--- src/verilog/bus_module_pkg.sv ---
// Shared constants and types for the backplane bus module.
// Assumes a single 10 MHz system clock; no software-visible registers.
package bus_module_pkg;

   // ------------------------------------------------------------
   // Clock and line-time-clock timing
   // ------------------------------------------------------------
   localparam int CLK_HZ = 10_000_000;
   localparam int CYC_PER_MS = CLK_HZ / 1000;
   // 60 Hz period is 16 2/3 ms, held as 50/3 ms
   localparam int LTC60_MS_NUM = 50;
   localparam int LTC60_MS_DEN = 3;
   localparam int LTC50_MS = 20;
   localparam int LTC60_CYC = LTC60_MS_NUM * CYC_PER_MS / LTC60_MS_DEN;
   localparam int LTC50_CYC = LTC50_MS * CYC_PER_MS;

   // ------------------------------------------------------------
   // Bus widths and field positions
   // ------------------------------------------------------------
   localparam int DAL_W = 22;
   localparam int DATA_W = 16;
   localparam int PAGE_MSB = 12;
   localparam int LVL_MIN = 4;
   localparam int LVL_MAX = 7;
   localparam int LVL_N = 4;

   // ------------------------------------------------------------
   // Reset values and defaults (arbitrary, not from any part)
   // ------------------------------------------------------------
   localparam logic [12:0] DEF_BASE = 13'h1F40;
   localparam logic [15:0] DEF_VECTOR = 16'h00C0;
   localparam int DEF_LEVEL = 4;
   localparam int DEF_WORDS = 4;

   // Slave sequencer, Gray along idle -> address -> reply
   typedef enum logic [1:0] {
      ST_IDLE = 2'b00,
      ST_ADDR = 2'b01,
      ST_REPLY = 2'b11
   } slave_st_t;

   // Incoming bus lines after inversion to active high
   typedef struct packed {
      logic sync;
      logic din;
      logic dout;
      logic wtbt;
      logic bs7;
      logic refr;
      logic init;
      logic iaki;
      logic dmgi;
      logic dcok;
      logic pok;
      logic [DAL_W-1:0] dal;
   } bus_in_t;

endpackage

--- src/verilog/bus_sync.sv ---
// Two-stage synchroniser for a group of asynchronous lines.
// Assumes the group is sampled on the system clock only.
`timescale 1ns/1ps
`default_nettype none
module bus_sync #(
   parameter int W = 8
) (
   // Clock and reset
   input wire logic clk_in,
   input wire logic rstn_in,
   // Lines
   input wire logic [W-1:0] d_in,
   output logic [W-1:0] q_out
);
   logic [W-1:0] meta_q;

   // First stage is read by the second stage only
   always_ff @(posedge clk_in) begin
      if (!rstn_in) begin
         meta_q <= '0;
         q_out <= '0;
      end else begin
         meta_q <= d_in;
         q_out <= meta_q;
      end
   end
endmodule
`default_nettype wire

--- src/verilog/bus_ltc.sv ---
// Line time clock: periodic external event at 60 Hz or 50 Hz.
// Assumes enable and rate select come from logic on the same clock.
`timescale 1ns/1ps
`default_nettype none
module bus_ltc
   import bus_module_pkg::*;
#(
   parameter int P60 = LTC60_CYC,
   parameter int P50 = LTC50_CYC
) (
   // Clock and reset
   input wire logic clk_in,
   input wire logic rstn_in,
   // Control
   input wire logic en_in,
   input wire logic sel50_in,
   // Event level, high during first half of each period
   output logic evnt_out
);
   localparam int CW = $clog2((P60 > P50) ? P60 : P50);
   localparam logic [CW-1:0] PER60 = CW'(P60);
   localparam logic [CW-1:0] PER50 = CW'(P50);

   logic [CW-1:0] cnt_q;
   logic [CW-1:0] per_w;

   if (P60 < 2 || P50 < 2) begin : g_bad_period
      $error("Line clock periods must be at least two cycles");
   end

   assign per_w = sel50_in ? PER50 : PER60;

   // One event per period; disabled clock holds the line released
   always_ff @(posedge clk_in) begin
      if (!rstn_in || !en_in) begin
         cnt_q <= '0;
         evnt_out <= 1'b0;
      end else begin
         cnt_q <= (cnt_q >= per_w - CW'(1)) ? '0 : cnt_q + CW'(1);
         evnt_out <= (cnt_q < (per_w >> 1));
      end
   end
endmodule
`default_nettype wire

--- src/verilog/bus_module.sv ---
// Backplane bus module: slave word store, DMA request, interrupt and LTC.
// Assumes the board ties each *_OE_OUT to an open-drain low driver.
//
// How it works
// - Bus lines are true when low
// - Power-good lines are true when high
// - Mastership only granted outside processor cycles
// - On grant drop request, assert acknowledge
// - Pass grant on unless our request pending
// - Halt line stops processor while asserted
// - Refresh cycle read wakes all memories
// - Write data taken, slave replies
// - Reply only answers data in or out
// - Data in means read or vector fetch
// - Write/byte with data out means byte
// - Interrupt raised on one of four levels
// - Acknowledged requester drives its vector
// - Block acknowledge while request is stored
// - Bank 7 select marks upper 4K page
// - Initialize clears bus logic to initial state; word store and line clock keep theirs
// - Power-good lines show supplies fit
// - Line clock event every 16 2/3/20 ms
// - Low sixteen lines carry data too
`timescale 1ns/1ps
`default_nettype none
module bus_module
   import bus_module_pkg::*;
#(
   parameter logic [12:0] BASE = DEF_BASE,
   parameter logic [15:0] VECTOR = DEF_VECTOR,
   parameter int IRQ_LEVEL = DEF_LEVEL,
   parameter int WORDS = DEF_WORDS,
   parameter int LTC60_PERIOD = LTC60_CYC,
   parameter int LTC50_PERIOD = LTC50_CYC
) (
   // Clock and reset
   input wire logic SYS_CLK_IN,
   input wire logic RSTN_IN,
   // Bus control inputs, active low at the pins
   input wire logic BSYNC_L_IN,
   input wire logic BDIN_L_IN,
   input wire logic BDOUT_L_IN,
   input wire logic BWTBT_L_IN,
   input wire logic BBS7_L_IN,
   input wire logic BREF_L_IN,
   input wire logic BINIT_L_IN,
   input wire logic BIAKI_L_IN,
   input wire logic BDMGI_L_IN,
   // Power good, active high at the pins
   input wire logic BDCOK_H_IN,
   input wire logic BPOK_H_IN,
   // Data/address lines
   input wire logic [DAL_W-1:0] BDAL_L_IN,
   output logic [DATA_W-1:0] BDAL_L_OUT,
   output logic BDAL_OE_OUT,
   // Open-drain pull-downs, high pulls the line low
   output logic BRPLY_OE_OUT,
   output logic BDMR_OE_OUT,
   output logic BSACK_OE_OUT,
   output logic BHALT_OE_OUT,
   output logic BEVNT_OE_OUT,
   output logic [LVL_N-1:0] BIRQ_OE_OUT,
   // Daisy chain outputs, active low
   output logic BDMGO_L_OUT,
   output logic BIAKO_L_OUT,
   // User side
   input wire logic DMA_REQ_IN,
   input wire logic DMA_DONE_IN,
   input wire logic IRQ_REQ_IN,
   input wire logic HALT_REQ_IN,
   input wire logic LTC_EN_IN,
   input wire logic LINE_50HZ_IN,
   output logic DMA_MASTER_OUT,
   output logic REFRESH_OUT,
   output logic POWER_OK_OUT,
   output logic BUS_INIT_OUT
);
   localparam int IW = (WORDS > 1) ? $clog2(WORDS) : 1;
   localparam logic [LVL_N-1:0] IRQ_BIT = LVL_N'(1) << (IRQ_LEVEL - LVL_MIN);

   // ------------------------------------------------------------
   // Elaboration checks
   // ------------------------------------------------------------
   if (IRQ_LEVEL < LVL_MIN || IRQ_LEVEL > LVL_MAX) begin : g_bad_level
      $error("IRQ_LEVEL must lie between 4 and 7");
   end
   if (WORDS < 2 || WORDS != (1 << IW) || IW > PAGE_MSB - 1) begin : g_bad_words
      $error("WORDS must be a power of two within the I/O page");
   end

   // Address match inside the upper 4K bank
   function automatic logic addr_hit(input logic [DAL_W-1:0] a, input logic bs7);
      addr_hit = bs7 && (a[PAGE_MSB:IW+1] == BASE[PAGE_MSB:IW+1]);
   endfunction

   // ------------------------------------------------------------
   // Input synchronisation
   // ------------------------------------------------------------
   bus_in_t raw_w;
   bus_in_t b;

   // Inversion on the pin side keeps the first stage clean
   assign raw_w = '{sync: ~BSYNC_L_IN, din: ~BDIN_L_IN, dout: ~BDOUT_L_IN,
                   wtbt: ~BWTBT_L_IN, bs7: ~BBS7_L_IN, refr: ~BREF_L_IN,
                   init: ~BINIT_L_IN, iaki: ~BIAKI_L_IN, dmgi: ~BDMGI_L_IN,
                   dcok: BDCOK_H_IN, pok: BPOK_H_IN,
                   dal: ~BDAL_L_IN};

   bus_sync #(.W($bits(bus_in_t))) u_sync (
      .clk_in(SYS_CLK_IN),
      .rstn_in(RSTN_IN),
      .d_in(raw_w),
      .q_out(b)
   );

   // ------------------------------------------------------------
   // State and decode
   // ------------------------------------------------------------
   slave_st_t st_q;
   logic [DAL_W-1:0] addr_q;
   logic hit_q;
   logic ref_q;
   logic rply_q;
   logic dal_oe_q;
   logic [DATA_W-1:0] dal_out_q;
   logic refresh_q;
   logic irq_pend_q;
   logic iack_q;
   logic iako_l_q;
   logic [LVL_N-1:0] birq_oe_q;
   logic dmr_q;
   logic sack_q;
   logic master_q;
   logic dmgo_l_q;
   logic bhalt_q;
   logic pwr_ok_q;
   logic init_q;
   logic [DATA_W-1:0] mem_q [WORDS];
   logic clr_w;
   logic rd_w;
   logic wr_w;
   logic ref_w;
   logic iack_w;
   logic [IW-1:0] idx_w;
   logic [DATA_W-1:0] rd_data_w;

   // Initialize or failing DC power puts the bus logic back to start; the word store and line clock are not touched
   assign clr_w = b.init || !b.dcok;
   assign idx_w = addr_q[IW:1];
   assign rd_data_w = mem_q[idx_w];
   // Data in with sync is a read; without sync it is a vector fetch
   assign ref_w = (st_q == ST_ADDR) && b.sync && b.din && ref_q;
   assign rd_w = (st_q == ST_ADDR) && b.sync && b.din && !ref_q && hit_q;
   assign wr_w = (st_q == ST_ADDR) && b.sync && !b.din && b.dout && hit_q;
   assign iack_w = (st_q == ST_IDLE) && !b.sync && b.din && b.iaki && irq_pend_q;

   // ------------------------------------------------------------
   // Slave sequencer
   // ------------------------------------------------------------
   // Reply stays up until the master drops its strobe
   always_ff @(posedge SYS_CLK_IN) begin
      if (!RSTN_IN || clr_w) begin
         st_q <= ST_IDLE;
         addr_q <= '0;
         hit_q <= 1'b0;
         ref_q <= 1'b0;
         rply_q <= 1'b0;
         dal_oe_q <= 1'b0;
         // Held at pin level, so all ones leaves the lines released
         dal_out_q <= '1;
         refresh_q <= 1'b0;
      end else begin
         refresh_q <= 1'b0;
         unique case (st_q)
            ST_IDLE: begin
               if (b.sync) begin
                  addr_q <= b.dal;
                  hit_q <= addr_hit(b.dal, b.bs7);
                  ref_q <= b.refr;
                  st_q <= ST_ADDR;
               end else if (iack_w) begin
                  dal_out_q <= ~VECTOR;
                  dal_oe_q <= 1'b1;
                  rply_q <= 1'b1;
                  st_q <= ST_REPLY;
               end
            end
            ST_ADDR: begin
               if (!b.sync) begin
                  st_q <= ST_IDLE;
               end else if (ref_w) begin
                  refresh_q <= 1'b1;
                  st_q <= ST_REPLY;
               end else if (rd_w) begin
                  dal_out_q <= ~rd_data_w;
                  dal_oe_q <= 1'b1;
                  rply_q <= 1'b1;
                  st_q <= ST_REPLY;
               end else if (wr_w) begin
                  rply_q <= 1'b1;
                  st_q <= ST_REPLY;
               end
            end
            ST_REPLY: begin
               if (!b.din && !b.dout) begin
                  rply_q <= 1'b0;
                  dal_oe_q <= 1'b0;
                  st_q <= b.sync ? ST_ADDR : ST_IDLE;
               end
            end
         endcase
      end
   end

   // Word store; byte lane picked by address bit 0
   always_ff @(posedge SYS_CLK_IN) begin
      if (wr_w && !clr_w) begin
         if (b.wtbt) begin
            if (addr_q[0]) begin
               mem_q[idx_w][15:8] <= b.dal[15:8];
            end else begin
               mem_q[idx_w][7:0] <= b.dal[7:0];
            end
         end else begin
            mem_q[idx_w] <= b.dal[DATA_W-1:0];
         end
      end
   end

   // ------------------------------------------------------------
   // Interrupt request and acknowledge chain
   // ------------------------------------------------------------
   // A new request wins over the clear of the one being served
   always_ff @(posedge SYS_CLK_IN) begin
      if (!RSTN_IN || clr_w) begin
         irq_pend_q <= 1'b0;
         iack_q <= 1'b0;
         iako_l_q <= 1'b1;
         birq_oe_q <= '0;
      end else begin
         if (IRQ_REQ_IN) begin
            irq_pend_q <= 1'b1;
         end else if (iack_w) begin
            irq_pend_q <= 1'b0;
         end
         // Hold the chain blocked until our acknowledge goes away
         if (iack_w) begin
            iack_q <= 1'b1;
         end else if (!b.iaki) begin
            iack_q <= 1'b0;
         end
         iako_l_q <= ~(b.iaki && !irq_pend_q && !iack_q);
         birq_oe_q <= (irq_pend_q && !iack_w) ? IRQ_BIT : '0;
      end
   end

   // ------------------------------------------------------------
   // DMA request, grant chain and acknowledge
   // ------------------------------------------------------------
   // Grant is taken only once the processor has left its cycle
   always_ff @(posedge SYS_CLK_IN) begin
      if (!RSTN_IN || clr_w) begin
         dmr_q <= 1'b0;
         sack_q <= 1'b0;
         master_q <= 1'b0;
         dmgo_l_q <= 1'b1;
      end else begin
         if (master_q) begin
            if (DMA_DONE_IN) begin
               master_q <= 1'b0;
               sack_q <= 1'b0;
            end
         end else if (dmr_q && b.dmgi && !b.sync) begin
            dmr_q <= 1'b0;
            sack_q <= 1'b1;
            master_q <= 1'b1;
         end else if (DMA_REQ_IN) begin
            dmr_q <= 1'b1;
         end
         dmgo_l_q <= ~(b.dmgi && !dmr_q && !master_q);
      end
   end

   // ------------------------------------------------------------
   // Halt, power and initialize status
   // ------------------------------------------------------------
   always_ff @(posedge SYS_CLK_IN) begin
      if (!RSTN_IN) begin
         bhalt_q <= 1'b0;
         pwr_ok_q <= 1'b0;
         init_q <= 1'b0;
      end else begin
         bhalt_q <= HALT_REQ_IN && !clr_w;
         pwr_ok_q <= b.dcok && b.pok;
         init_q <= b.init;
      end
   end

   // ------------------------------------------------------------
   // Line time clock
   // ------------------------------------------------------------
   bus_ltc #(.P60(LTC60_PERIOD), .P50(LTC50_PERIOD)) u_ltc (
      .clk_in(SYS_CLK_IN),
      .rstn_in(RSTN_IN),
      .en_in(LTC_EN_IN),
      .sel50_in(LINE_50HZ_IN),
      .evnt_out(BEVNT_OE_OUT)
   );

   // ------------------------------------------------------------
   // Outputs, each straight from a flop
   // ------------------------------------------------------------
   assign BDAL_L_OUT = dal_out_q;
   assign BDAL_OE_OUT = dal_oe_q;
   assign BRPLY_OE_OUT = rply_q;
   assign BDMR_OE_OUT = dmr_q;
   assign BSACK_OE_OUT = sack_q;
   assign BHALT_OE_OUT = bhalt_q;
   assign BIRQ_OE_OUT = birq_oe_q;
   assign BDMGO_L_OUT = dmgo_l_q;
   assign BIAKO_L_OUT = iako_l_q;
   assign DMA_MASTER_OUT = master_q;
   assign REFRESH_OUT = refresh_q;
   assign POWER_OK_OUT = pwr_ok_q;
   assign BUS_INIT_OUT = init_q;
endmodule
`default_nettype wire

--- config.mk ---
export PLATFORM = sky130hd
export DESIGN_NAME = bus_module
export DESIGN_NICKNAME = d
export VERILOG_FILES = /design/src/verilog/bus_module_pkg.sv /design/src/verilog/bus_sync.sv /design/src/verilog/bus_ltc.sv /design/src/verilog/bus_module.sv
export SDC_FILE = /design/constraint.sdc
export NUM_CORES = 1
export LEC_CHECK = 0
export BUFFER_PORTS_ARGS = -buffer_cell sky130_fd_sc_hd__buf_2
export CAP_MARGIN = 20
export CORE_MARGIN = 2
export CORE_UTILIZATION = 35
export CTS_BUF_LIST = sky130_fd_sc_hd__clkbuf_8
export DETAILED_ROUTE_END_ITERATION = 12
export PLACE_DENSITY = 0.58
export REMOVE_ABC_BUFFERS = 1
export SLEW_MARGIN = 20
export SYNTH_ARGS = -nofsm -noshare
export SYNTH_HDL_FRONTEND = slang
export SYNTH_SLANG_ARGS = --single-unit
--- constraint.sdc ---
create_clock -name SYS_CLK_IN -period 2.2 [get_ports SYS_CLK_IN]
set_input_delay 0.11 -clock SYS_CLK_IN [delete_from_list [all_inputs] [get_ports SYS_CLK_IN]]
set_output_delay 0.11 -clock SYS_CLK_IN [all_outputs]
set_load 0.01 [all_outputs]
Word level (Yosys, flattened, before mapping). Memory sizes are Yosys's and may differ from the RTL's. A register that Yosys moved wholly into a read port is not among the register bits. Index checks and enable logic that the tools add are counted.

$add $sub $neg: 2. $mul: 0. Div/mod/pow operators: 0. Order comparisons: 2. Equal/unequal tests: 14. Shift-type cells: 0. Mux-type cells: 57. Bitwise gates (word level): 18. Reductions and logical operators: 54.

Operators with widths (count): $mux W16 (5); $mux W1 (36); $pmux W16 S2 (1); $logic_and A1 B1 Y1 (24); $not A22 Y22 (1); $add A18 B1 Y18 const B (1); $ge A18 B18 Y1 (1); $lt A18 B17 Y1 (1); $mux W2 (9); $reduce_and A6 Y1 (3); $sub A18 B1 Y18 const B (1); $mux W17 (1); $mux W8 (2); $not A16 Y16 (1); $ne A2 B2 Y1 const B (7); $not A1 Y1 (14); $logic_not A1 Y1 (13); $eq A10 B10 Y1 const B (1); $reduce_bool A2 Y1 (4); $pmux W1 S3 (2); $pmux W2 S3 (1); $reduce_and A2 Y1 (3); $ne A5 B5 Y1 const B (1); $logic_or A1 B1 Y1 (3); 10 further kinds (11).

Register bits after elaboration: 125. Latch bits: 0. RAM bits: 64. ROM bits: 0. Logic and storage cells: 171. Memories kept: 1.

Memories: mem_q (depth 4, width 16, rd ports 1, clocked after Yosys merged registers in 1, wr ports 1, line bus_module.sv:138) `logic [DATA_W-1:0] mem_q [WORDS];`.

Depth between registers and ports, before layout. Gate-level depths: netlist (run 1).

Depth after elaboration: 10. Mapped depth: 8.

By module. Synthesis (run 1) repeated with hierarchy kept, for this count alone.

Cells, all modules: 546. Area, all modules: 7098.1 um2.

By module, submodules not included: bus_module (times used 1, cells an instance 277, area each 4022.6 um2, sequential area each 2702.6 um2); bus_sync (times used 1, cells an instance 139, area each 1800.5 um2, sequential area each 1321.3 um2); bus_ltc (times used 1, cells an instance 130, area each 1275.0 um2, sequential area each 380.4 um2).

Worst setup path after synthesis (run 1). No wires, ideal clock.

Kind: reg-to-reg. Start point: register st_q[0]. End point: memory mem_q[0][10] (enable). Setup time: 0.383 ns. Arrival: 2.041 ns. Required time: 1.817 ns. Setup slack: -0.225 ns. Stages on the path, launching flop included: 7. Cell sequence: dfxtp_1 buf_4 nand2_1 or4_1 nor3b_1 o21ai_0 nor3_1.

Longest elaborated chain between the ends: 9.

RTL lines: start, declared (line bus_module.sv:119) `slave_st_t st_q;`; start signal, assigned (line bus_module.sv:208) `st_q <= b.sync ? ST_ADDR : ST_IDLE;`; $eq A2 B1 Y1 (*) (line bus_module.sv:154) `assign wr_w = (st_q == ST_ADDR) && b.sync && !b.din && b.dout && hit_q;`; $logic_and A1 B1 Y1 (*) (4 in series) (line bus_module.sv:154); $logic_and A1 B1 Y1 (*) (line bus_module.sv:217) `if (wr_w && !clr_w) begin`; $mux W1 (line bus_module.sv:217); $mux W1, on equally long branches (line bus_module.sv:220, bus_module.sv:225); $or A1 B1 Y1 (no source line) (*); end, declared (line bus_module.sv:138).

Mark *: on every way between the ends. The rest lies on a longest branch, timed or not.

Worst setup path after layout (run 1).
Start point: register u_sync.q_out[32]. End point: memory mem_q[0][8] (enable).

Longest elaborated chain between the ends: 8.

RTL lines: start, declared (line bus_sync.sv:13) `output logic [W-1:0] q_out`; start signal, assigned (line bus_sync.sv:24) `q_out <= meta_q;`; $logic_and A1 B1 Y1 (*) (4 in series) (line bus_module.sv:154); $logic_and A1 B1 Y1 (*) (line bus_module.sv:217); $mux W1 (line bus_module.sv:217); $mux W1, on equally long branches (line bus_module.sv:220, bus_module.sv:225); $or A1 B1 Y1 (no source line) (*).

Marks and branches as above.

==> key figures, run 1 <==
Drt
  • DRC violations left: 0
  • Routed wl met2: 6.33 mm
  • Antenna-violating nets left: 0
  • Via count: 4,165
  • Drt total wl: 12.3 mm
  • Metal3 WL: 400 um
  • Top layer in use: met4
  • First drt pass iteration count: 5
  • DRT met1 WL: 5.44 mm
  • Routed WL per cell: 13.9 um
  • Via-to-Cell Ratio: 4.70
  • Initial drt markers: 219

Logic synthesis
  • Syn Area/Cell: 12.4 um2
  • Post-synth EDFFs: 64
  • Post-Syn Instances: 525
  • Yosys reg bits: 176
  • Synthesized area: 6530 um2
  • Synth area leader: dfxtp_1
  • Yosys top cell area share: 34.3%
  • Total number of yosys warnings: 0
  • Most instantiated library cell after synthesis: dfxtp_1
  • Synth Flop Type: dfxtp_1
  • Share of flip-flops with an asynchronous set or reset: 0%
  • Synth top area cells: dfxtp_1 34%, edfxtp_1 29%, mux4_2 5.5%
  • Synth unique cells: 53
  • Sequential area share after synthesis: 63.7%
  • Post-synth top cells: 112 x dfxtp_1, 64 x edfxtp_1, 58 x nor2_1

Power
  • Int Power: 4.46 mW
  • Switching portion of total power: 22.8%
  • Lkg Pwr: 3.08 nW
  • Clock Power Share: 37.0%
  • Pwr Total: 5.77 mW
  • Seq pwr share: 59.6%
  • PwrDens: 723 nW/um2
  • Part of the power in combinational logic: 3.5%
  • VDD IR-drop max: 0.318 mV
  • Net Sw Power: 1.31 mW

Placed design
  • Post-DP Area: 7240 um2
  • # port buffers: 63
  • Placed cell count: 823
  • RD Place Congestion: 0.845
  • Hpwl dp: 8.54 mm

STA
  • Final setup violation count: 0
  • WHS: 0.0698 ns
  • Skew final: 0.0209 ns
  • Worst-Margin Slew: 0.711 ns
  • Max Slew Vio Count: 0
  • Final critical-path required period: 2.02 ns
  • Tcrit/Tclk final: 91.7%
  • Hold Vio Cnt, Final: 0
  • Fmax: 496 MHz
  • Slew HR: 52.6%
  • RSZ-0062 raised after global routing: no

GRT
  • Vias in the first global route: 4,226
  • Total gr overflow: 0
  • Initial antenna violation count: 0
  • Largest net degree at the start of global routing: 25
  • Total track usage: 13.2%
  • First-pass GRT wire length: 20.7 mm

Floorplan
  • Core area: 18,100 um2
  • Num rows: 49
  • Die Footprint: 19,800 um2
  • Die H: 141 um
  • I/O pin total: 73
  • Starting Density: 36.0%
  • Die width: 141 um

Worst setup path
  • Crit-path slowest cell: or4_4
  • CP Launch Type: register
  • Crit path DAT: 2.18 ns
  • Critical path, cell by cell: nand2_1, or4_4, nor3b_2, buf_4, o21ai_2, nor3_1, buf_4
  • Crit path top cell by count: buf_4
  • Data required, critical path: 2.37 ns
  • Worst Setup End Kind: register
  • CP max stage delay: 0.51 ns
  • R2R setup slack: 0.18 ns
  • CP Class: register to register
  • CP Max Fanout: 8

Hold path
  • Worst Hold Class: primary input to register

CTS
  • Root Driver: clkbuf_8
  • Clock-pin slew of the registers on the worst-case setup and hold paths: 0.10 ns
  • CTS tree: built
  • CTS Buf Count: 17
  • Clock Sinks: 176
  • Clk Latency, worst-skew pair: 0.45 ns
  • Longest Clk Path Bufs: 2
  • H-tree lvl count: 4

Cells and area
  • Layout cells sized above 1: 23.1%
  • Finished Layout Cells: 887
  • Layout area overhead: 22.1%
  • Design area: 7980 um2
  • Finished Core Util: 43.9%
  • Fin nets: 700
  • # diodes: 0

Status
  • Outcome: completed

Flow run
  • Max-cap viol count: 0
-- through the flow --
step           setup WS (ns)  TNS [ns]
2_1_floorplan         -0.268     -4.65
3_3_place_gp        -0.00266  -0.00469
3_5_place_dp         -0.0584    -0.641
4_1_cts               0.0627         0
5_1_grt              0.00820         0
6_report               0.183         0
-- power by group through the flow --
stage                     logic (mW)  registers, mW  clock network (mW)
after floorplan               0.0699           3.51                   0
after global placement         0.152           3.51                   0
after detailed placement       0.154           3.51                   0
after CTS                      0.198           3.44                2.22
after global routing           0.224           3.44                2.34
final                          0.200           3.44                2.13
-- registers in the layout, indices dropped and copies added, names as in the netlist, 2 cells and up, named ones only --
name and flops:
addr_q 3, u_sync.q_out 27, st_q 2, BDAL_L_OUT 16, u_ltc.cnt_q 18, u_sync.meta_q 27, mem_q 64
-- critical path: cells and delay by family, from the launching register on --
| kind | cells | cell delay [ns] |
|---|---|---|
| AOI/OAI and AO/OA | 1 | 0.08 |
| buffers and inverters | 2 | 0.34 |
| DFF | 1 | 0.33 |
| and+or+nand+nor | 4 | 0.96 |
-- cell usage in the layout (no fill, tap or decap), types with 13 or more instances in the layout --
cell / instances
nor3b_1: 14
ha_1: 14
o21ai_0: 21
buf_2: 63
nor2b_1: 28
nor2_1: 58
dfxtp_1: 112
xor2_1: 13
and2_1: 32
mux4_2: 16
buf_4: 31
nand3_1: 14
edfxtp_1: 64
nand2_1: 20
a21oi_1: 14
clkbuf_8: 17
dlygate4sd3_1: 31
-- timing repair --
item | CTS | global route
hold endpoints to repair | 32 | 0
hold buffers | 31 | 0
endpoints found under the setup margin | 32 | 50
pin swaps | 0 | 3
buffers inserted | 0 | 1
resized for setup | 2 | 3
-- final cells by class --
class                           count  area [um2]
Fill cell                        1666       10200
Sequential cell                   176        4160
Tap cell                          229         287
Clock buffer                       17         234
Inverter                            7        26.3
Clock inverter                     15         153
Timing Repair Buffer              126         878
Multi-Input combinational cell    317        2230
-- path summary, 6_finish.rpt --
| kind | startpoint | to | cells after the start |
|---|---|---|---|
| worst max register to register | u_sync.q_out[32] | mem_q[0][8] | 7 |
| worst max-delay path | u_sync.q_out[32] | mem_q[0][8] | 7 |
| worst min register to register | u_sync.meta_q[25] | u_sync.q_out[25] | 1 |
| worst min-delay path | LTC_EN_IN | u_ltc.evnt_out | 4 |
-- routing by layer --
layer | track usage, % | up-vias
li1 | - | 2086
met1 | 15.9 | 1998
met2 | 22.6 | 72
met3 | 3.13 | 9
met4 | 6.00 | 0
met5 | 0 | -
-- cells by family after synthesis --
family / count (synthesis) / share of synthesized area, %
and+or+nand+nor: 208 / 17.4
DFF: 176 / 63.7
AOI/OAI and AO/OA: 55 / 5.21
buffers and inverters: 34 / 2.51
muxes: 21 / 6.30
xor gates and xnor gates: 16 / 2.15
adders and majority gates: 14 / 2.68
other: 1 / 0.0574
(Power assumes the default switching activity.)
==> inputs of run 2 (changes only) <==
--- a/config.mk
+++ b/config.mk
@@ -9,7 +9,6 @@
 export CAP_MARGIN = 20
 export CORE_MARGIN = 2
 export CORE_UTILIZATION = 35
-export CTS_BUF_LIST = sky130_fd_sc_hd__clkbuf_8
 export DETAILED_ROUTE_END_ITERATION = 12
 export PLACE_DENSITY = 0.58
 export REMOVE_ABC_BUFFERS = 1
==> run 2 against run 1 <==
  * Global-route usage is 0.080 points higher
  * Non-clock buffer count unchanged
  * Wire length increased by 0.73%
  * Critical path depth unchanged
  * Hold slack better by 0.031 ns
  * Fmax shrank 2.2%
  * Clock power up 36%
  * Sequential power hardly changed
  * Final area is 2.4% higher
  * Largest power group unchanged
  * Cell count unchanged
==> key figures, run 2 (same netlist as run 1, synthesis figures left out) <==
Worst setup path
  • CP Max Fanout: 8
  • Crit path DAT: 2.19 ns
  • Reg2reg end: mem_q[0][0]
  • Worst Setup End Kind: register
  • Worst reg-to-reg path cell count: 7
  • CP Class: register to register
  • Worst r2r src: u_sync.q_out[32]
  • R2R setup slack: 0.14 ns
  • CP Launch Type: register
  • Data required, critical path: 2.33 ns

CTS
  • CTS tree: built
  • Clock Sinks: 176
  • H-tree lvl count: 4
  • Longest Clk Path Bufs: 2
  • CTS Buf Count: 17
  • Clock-pin slew of the registers on the worst-case setup and hold paths: 0.07 ns
  • Root Driver: clkbuf_16
  • Clk Latency, worst-skew pair: 0.42 ns

STA
  • Skew final: 0.00845 ns
  • Hold Vio Cnt, Final: 0
  • Final setup violation count: 0
  • RSZ-0062 raised after global routing: no
  • Final critical-path required period: 2.06 ns
  • Tcrit/Tclk final: 93.7%
  • Worst-Margin Slew: 0.695 ns
  • Fmax: 485 MHz
  • Max Slew Vio Count: 0
  • WHS: 0.101 ns
  • Slew HR: 53.7%

Cells and area
  • Layout area overhead: 25.0%
  • Biggest register: mem_q
  • Finished Layout Cells: 887
  • Fin nets: 700
  • Largest register FFs: 64
  • Layout cells sized above 1: 23.1%
  • Design area: 8170 um2
  • Sequential Area: 4160 um2
  • Multi-input logic area: 2230 um2
  • # diodes: 0
  • Most common cell after layout, fill and taps aside: dfxtp_1
  • Fillers: 1,648
  • Commonest non-fill, non-tap cells in the layout: 112 x dfxtp_1, 64 x edfxtp_1, 63 x buf_2, 58 x nor2_1, 32 x and2_1
  • Top Registers: mem_q x64, u_sync.meta_q x27, u_sync.q_out x27

GRT
  • Initial antenna violation count: 0
  • Largest net degree at the start of global routing: 25
  • Total track usage: 13.3%
  • Total gr overflow: 0
  • First-pass GRT wire length: 20.9 mm
  • Vias in the first global route: 4,308

Drt
  • Via-to-Cell Ratio: 4.74
  • First drt pass iteration count: 5
  • DRC violations left: 0
  • Routed WL per cell: 14.0 um
  • Via count: 4,201
  • Antenna-violating nets left: 0
  • Initial drt markers: 205
  • Drt total wl: 12.4 mm

Hold path
  • Hold Path Stages: 4
  • Min-Delay Endpoint: u_ltc.evnt_out
  • Hold Crit Start: LTC_EN_IN
  • Worst Hold Class: primary input to register

Placed design
  • RD Place Congestion: 0.845
  • Hpwl dp: 8.54 mm
  • Placed cell count: 823
  • # port buffers: 63
  • Post-DP Area: 7240 um2

Power
  • Lkg Pwr: 3.17 nW
  • PwrDens: 800 nW/um2
  • VDD IR-drop max: 0.546 mV

Floorplan
  • Die width: 141 um
  • Die Footprint: 19,800 um2
  • Num rows: 49
  • Starting Density: 36.0%
  • Core area: 18,100 um2
  • I/O pin total: 73
  • Die H: 141 um

Status
  • Outcome: completed

Flow run
  • Max-cap viol count: 0
run 2: worst max-delay path by stage:
stage                          start              to  slack (ns)  cells past startpoint
CTS                 u_sync.q_out[32]     mem_q[0][0]        0.06                      7
global route                 st_q[0]    mem_q[0][10]        0.01                      7
floorplan                    st_q[0]    mem_q[0][10]       -0.27                      5
finish              u_sync.q_out[32]     mem_q[0][0]        0.14                      7
global placement      u_ltc.cnt_q[9]  u_ltc.cnt_q[9]      -0.003                      6
detailed placement    u_ltc.cnt_q[9]  u_ltc.cnt_q[8]       -0.06                      6
run 2: repair_timing:
action | in CTS | in global routing
setup endpoints to repair | 32 | 50
pin swaps | 0 | 3
gates resized for setup | 2 | 3
hold buffers | 31 | 0
endpoints found under the hold margin | 31 | 0
buffers inserted | 0 | 1
cloned | 0 | 0
run 2: critical path, cell delays in order (launching register included):
cell	delay, ns
dfxtp_1	0.33
nand2_1	0.08
or4_4	0.51
nor3b_2	0.18
buf_4	0.14
nand2_1	0.11
nor3_1	0.18
buf_4	0.23
run 2: layout make-up:
| class | count | area share [%] |
|---|---|---|
| repair buffers | 126 | 10.8 |
| multi-input cells | 317 | 27.3 |
| clock inverters | 15 | 1.87 |
| inverters | 7 | 0.322 |
| flip-flops and latches | 176 | 51.0 |
| clock buffers | 17 | 5.21 |
| well taps | 229 | 3.51 |
run 2: where the power goes:
group          total (mW)  internal, mW  leakage, nW  switching [mW]
Sequential           3.44          3.41         1.58          0.0265
Combinational       0.201         0.113         1.31          0.0878
Clock                2.89          1.60        0.277            1.29
run 2: routing by layer:
metal / track usage (%) / share of wire (%) / up-vias
met1: 15.9 / 45 / 2017
met3: 3.43 / 3.3 / 20
met4: 6.37 / 2.4 / 0
met2: 22.5 / 50 / 75
li1: - / - / 2089
met5: 0 / 0 / -
run 2: through the flow:
step / worst slack (ns) / total power [mW] / TNS [ns] / utilization [%]
2_1_floorplan: -0.268 / 3.58 / -4.65 / -
3_3_place_gp: -0.00266 / 3.66 / -0.00469 / 39.9
3_5_place_dp: -0.0584 / 3.67 / -0.641 / 39.9
4_1_cts: 0.0631 / 6.62 / 0 / 44.8
5_1_grt: 0.0148 / 6.77 / 0 / 45.0
6_report: 0.138 / 6.53 / 0 / 45.0
==> inputs of run 3 (changes only) <==
--- a/config.mk
+++ b/config.mk
@@ -10,9 +10,9 @@
 export CORE_MARGIN = 2
 export CORE_UTILIZATION = 35
 export DETAILED_ROUTE_END_ITERATION = 12
-export PLACE_DENSITY = 0.58
+export PLACE_DENSITY = 0.56
+export RECOVER_POWER = 100
 export REMOVE_ABC_BUFFERS = 1
-export SLEW_MARGIN = 20
 export SYNTH_ARGS = -nofsm -noshare
 export SYNTH_HDL_FRONTEND = slang
 export SYNTH_SLANG_ARGS = --single-unit
==> constraint.sdc (replaced) <==
create_clock -name SYS_CLK_IN -period 2.45 [get_ports SYS_CLK_IN]
set_input_delay 0.1225 -clock SYS_CLK_IN [delete_from_list [all_inputs] [get_ports SYS_CLK_IN]]
set_output_delay 0.1225 -clock SYS_CLK_IN [all_outputs]
set_load 0.01 [all_outputs]
==> run 3 against run 2 <==
  * Global-route usage rose by 0.71 points
  * Cell count shrank 1.0%
  * Die area unchanged
  * Final area shrank 2.0%
  * Fmax is 6.5% lower
  * Register-to-register slack gained 0.11 ns
  * Clock power is 9.3% lower
  * Sequential share of layout area is 1.0 points higher
  * Critical path depth is 1 lower
  * Clock-buffer cell count unchanged
  * Flip-flop and latch count unchanged
  * Largest cell class unchanged
  * Largest power group unchanged
  * Highest routed layer unchanged
==> key figures, run 3 (same netlist as run 1, synthesis figures left out) <==
Status
  • Outcome: completed

Floorplan
  • Num rows: 49
  • Starting Density: 36.0%
  • Die width: 141 um
  • Core area: 18,100 um2
  • Die Footprint: 19,800 um2
  • I/O pin total: 73
  • Die H: 141 um

Drt
  • Antenna-violating nets left: 0
  • First drt pass iteration count: 4
  • Routed WL per cell: 14.5 um
  • DRC violations left: 0
  • Via-to-Cell Ratio: 4.74
  • Initial drt markers: 182
  • Drt total wl: 12.8 mm
  • Via count: 4,159

Worst setup path
  • R2R setup slack: 0.25 ns
  • Crit path DAT: 2.31 ns
  • CP Max Fanout: 8
  • Worst Setup End Kind: register
  • Crit-path slowest cell: or4_1
  • Kind of cell adding the most delay to the critical path: simple AND/OR/NAND/NOR gates
  • Critical path, cell by cell: nand2_1, or4_1, nor3b_1, o21ai_1, nor2_1, clkbuf_2
  • CP max stage delay: 0.52 ns
  • CP Class: register to register
  • Data required, critical path: 2.56 ns
  • CP Launch Type: register
  • Buffer and inverter count on the worst path: 1

GRT
  • Total gr overflow: 0
  • First-pass GRT wire length: 21.5 mm
  • Largest net degree at the start of global routing: 37
  • Initial antenna violation count: 0
  • Vias in the first global route: 4,348
  • Total track usage: 14.0%

Cells and area
  • # diodes: 0
  • Fin nets: 691
  • Layout area overhead: 22.5%
  • Commonest non-fill, non-tap cells in the layout: 112 x dfxtp_1, 64 x edfxtp_1, 58 x nor2_1, 35 x clkbuf_1, 32 x buf_2
  • Most common cell after layout, fill and taps aside: dfxtp_1
  • Top Registers: mem_q x64, u_sync.meta_q x27, u_sync.q_out x27
  • Largest register FFs: 64
  • Biggest register: mem_q
  • Layout cells sized above 1: 15.9%

Hold path
  • Worst Hold Class: primary input to register

Placed design
  • Pre-CTS WS: 0.216 ns
  • Hpwl dp: 8.66 mm
  • RD Place Congestion: 0.803
  • # port buffers: 63

CTS
  • CTS tree: built
  • H-tree lvl count: 4
  • Post-CTS setup buffers: 0
  • Clock-pin slew of the registers on the worst-case setup and hold paths: 0.07 ns
  • Longest Clk Path Bufs: 2
  • Clock Sinks: 176
  • Root Driver: clkbuf_16
  • Clk Latency, worst-skew pair: 0.43 ns
  • CTS Buf Count: 17

Flow run
  • Max-cap viol count: 0

Power
  • Switching portion of total power: 23.1%
  • VDD IR-drop max: 0.440 mV
  • Clock Power Share: 44.6%
  • Seq pwr share: 52.6%
  • Net Sw Power: 1.36 mW
  • Pwr Total: 5.88 mW
  • Lkg Pwr: 2.99 nW
  • PwrDens: 735 nW/um2
  • Part of the power in combinational logic: 2.8%
  • Int Power: 4.52 mW

STA
  • Worst-Margin Slew: 0.969 ns
  • Max Slew Vio Count: 0
  • Final setup violation count: 0
  • Final critical-path required period: 2.20 ns
  • Hold Vio Cnt, Final: 0
  • Tcrit/Tclk final: 90.0%
  • RSZ-0062 raised after global routing: no
  • Skew final: 0.0109 ns
  • Min setup slack post-route: 0.246 ns
  • Slew HR: 35.4%
  • TNS Setup: 0 ns
  • Fmax: 454 MHz
-- run 3: changes by cell type in the layout (fill, tap and decap cells not counted), sizes merged --
cell,previous run,this run
clkbuf,17,60
clkinvlp,3,1
inv,14,13
bufinv,1,0
buf,95,43
clkinv,4,8
-- run 3: worst min-delay path, delay by kind of cell --
family                 cells  cell delay (ns)
AOI/OAI and AO/OA          1             0.11
buffers and inverters      1             0.10
and+or+nand+nor            2             0.17
-- run 3: cell type report --
class | instances | area [um2]
Tap cell | 229 | 287
Multi-Input combinational cell | 317 | 2200
Clock buffer | 17 | 425
Inverter | 7 | 26.3
Clock inverter | 15 | 169
Fill cell | 1723 | 10100
Timing Repair Buffer | 117 | 728
Sequential cell | 176 | 4160
-- run 3: metrics by stage --
stage | instances | area [um2] | utilization (%) | hold WS [ns]
after floorplan | 500 | 6400 | - | 0.194
after global placement | 814 | 7170 | 39.5 | 0.279
after detailed placement | 814 | 7170 | 39.5 | 0.281
after CTS | 877 | 8070 | 44.5 | 0.115
after global routing | 878 | 8000 | 44.1 | 0.158
final | 878 | 8000 | 44.1 | 0.136
-- run 3: metal layers --
metal | share of wire, % | global-route usage [%] | wire (um)
met5 | 0 | 0 | 0
met4 | 1.2 | 5.95 | 147
met3 | 4.7 | 4.48 | 606
met2 | 49 | 23.6 | 6320
met1 | 45 | 16.6 | 5700
-- run 3: repair_timing --
action | 4_1_cts | 5_1_grt
hold endpoints to repair | 32 | 0
resized for setup | 0 | 1
setup endpoints to repair | 0 | 8
hold buffers | 31 | 0
-- run 3: power by group through the flow --
stage / logic (mW) / registers, mW / clock network (mW)
finish: 0.165 / 3.09 / 2.62
global route: 0.188 / 3.10 / 2.82
CTS: 0.172 / 3.09 / 2.70
detailed placement: 0.133 / 3.16 / 0
global placement: 0.131 / 3.16 / 0
floorplan: 0.0627 / 3.15 / 0
-- run 3: final timing paths --
path,startpoint,endpoint,depth (start not counted)
setup / recovery,u_sync.q_out[32],mem_q[2][14],6
hold / removal,LTC_EN_IN,u_ltc.evnt_out,4
setup reg to reg,u_sync.q_out[32],mem_q[2][14],6
hold reg to reg,u_sync.meta_q[31],u_sync.q_out[31],1
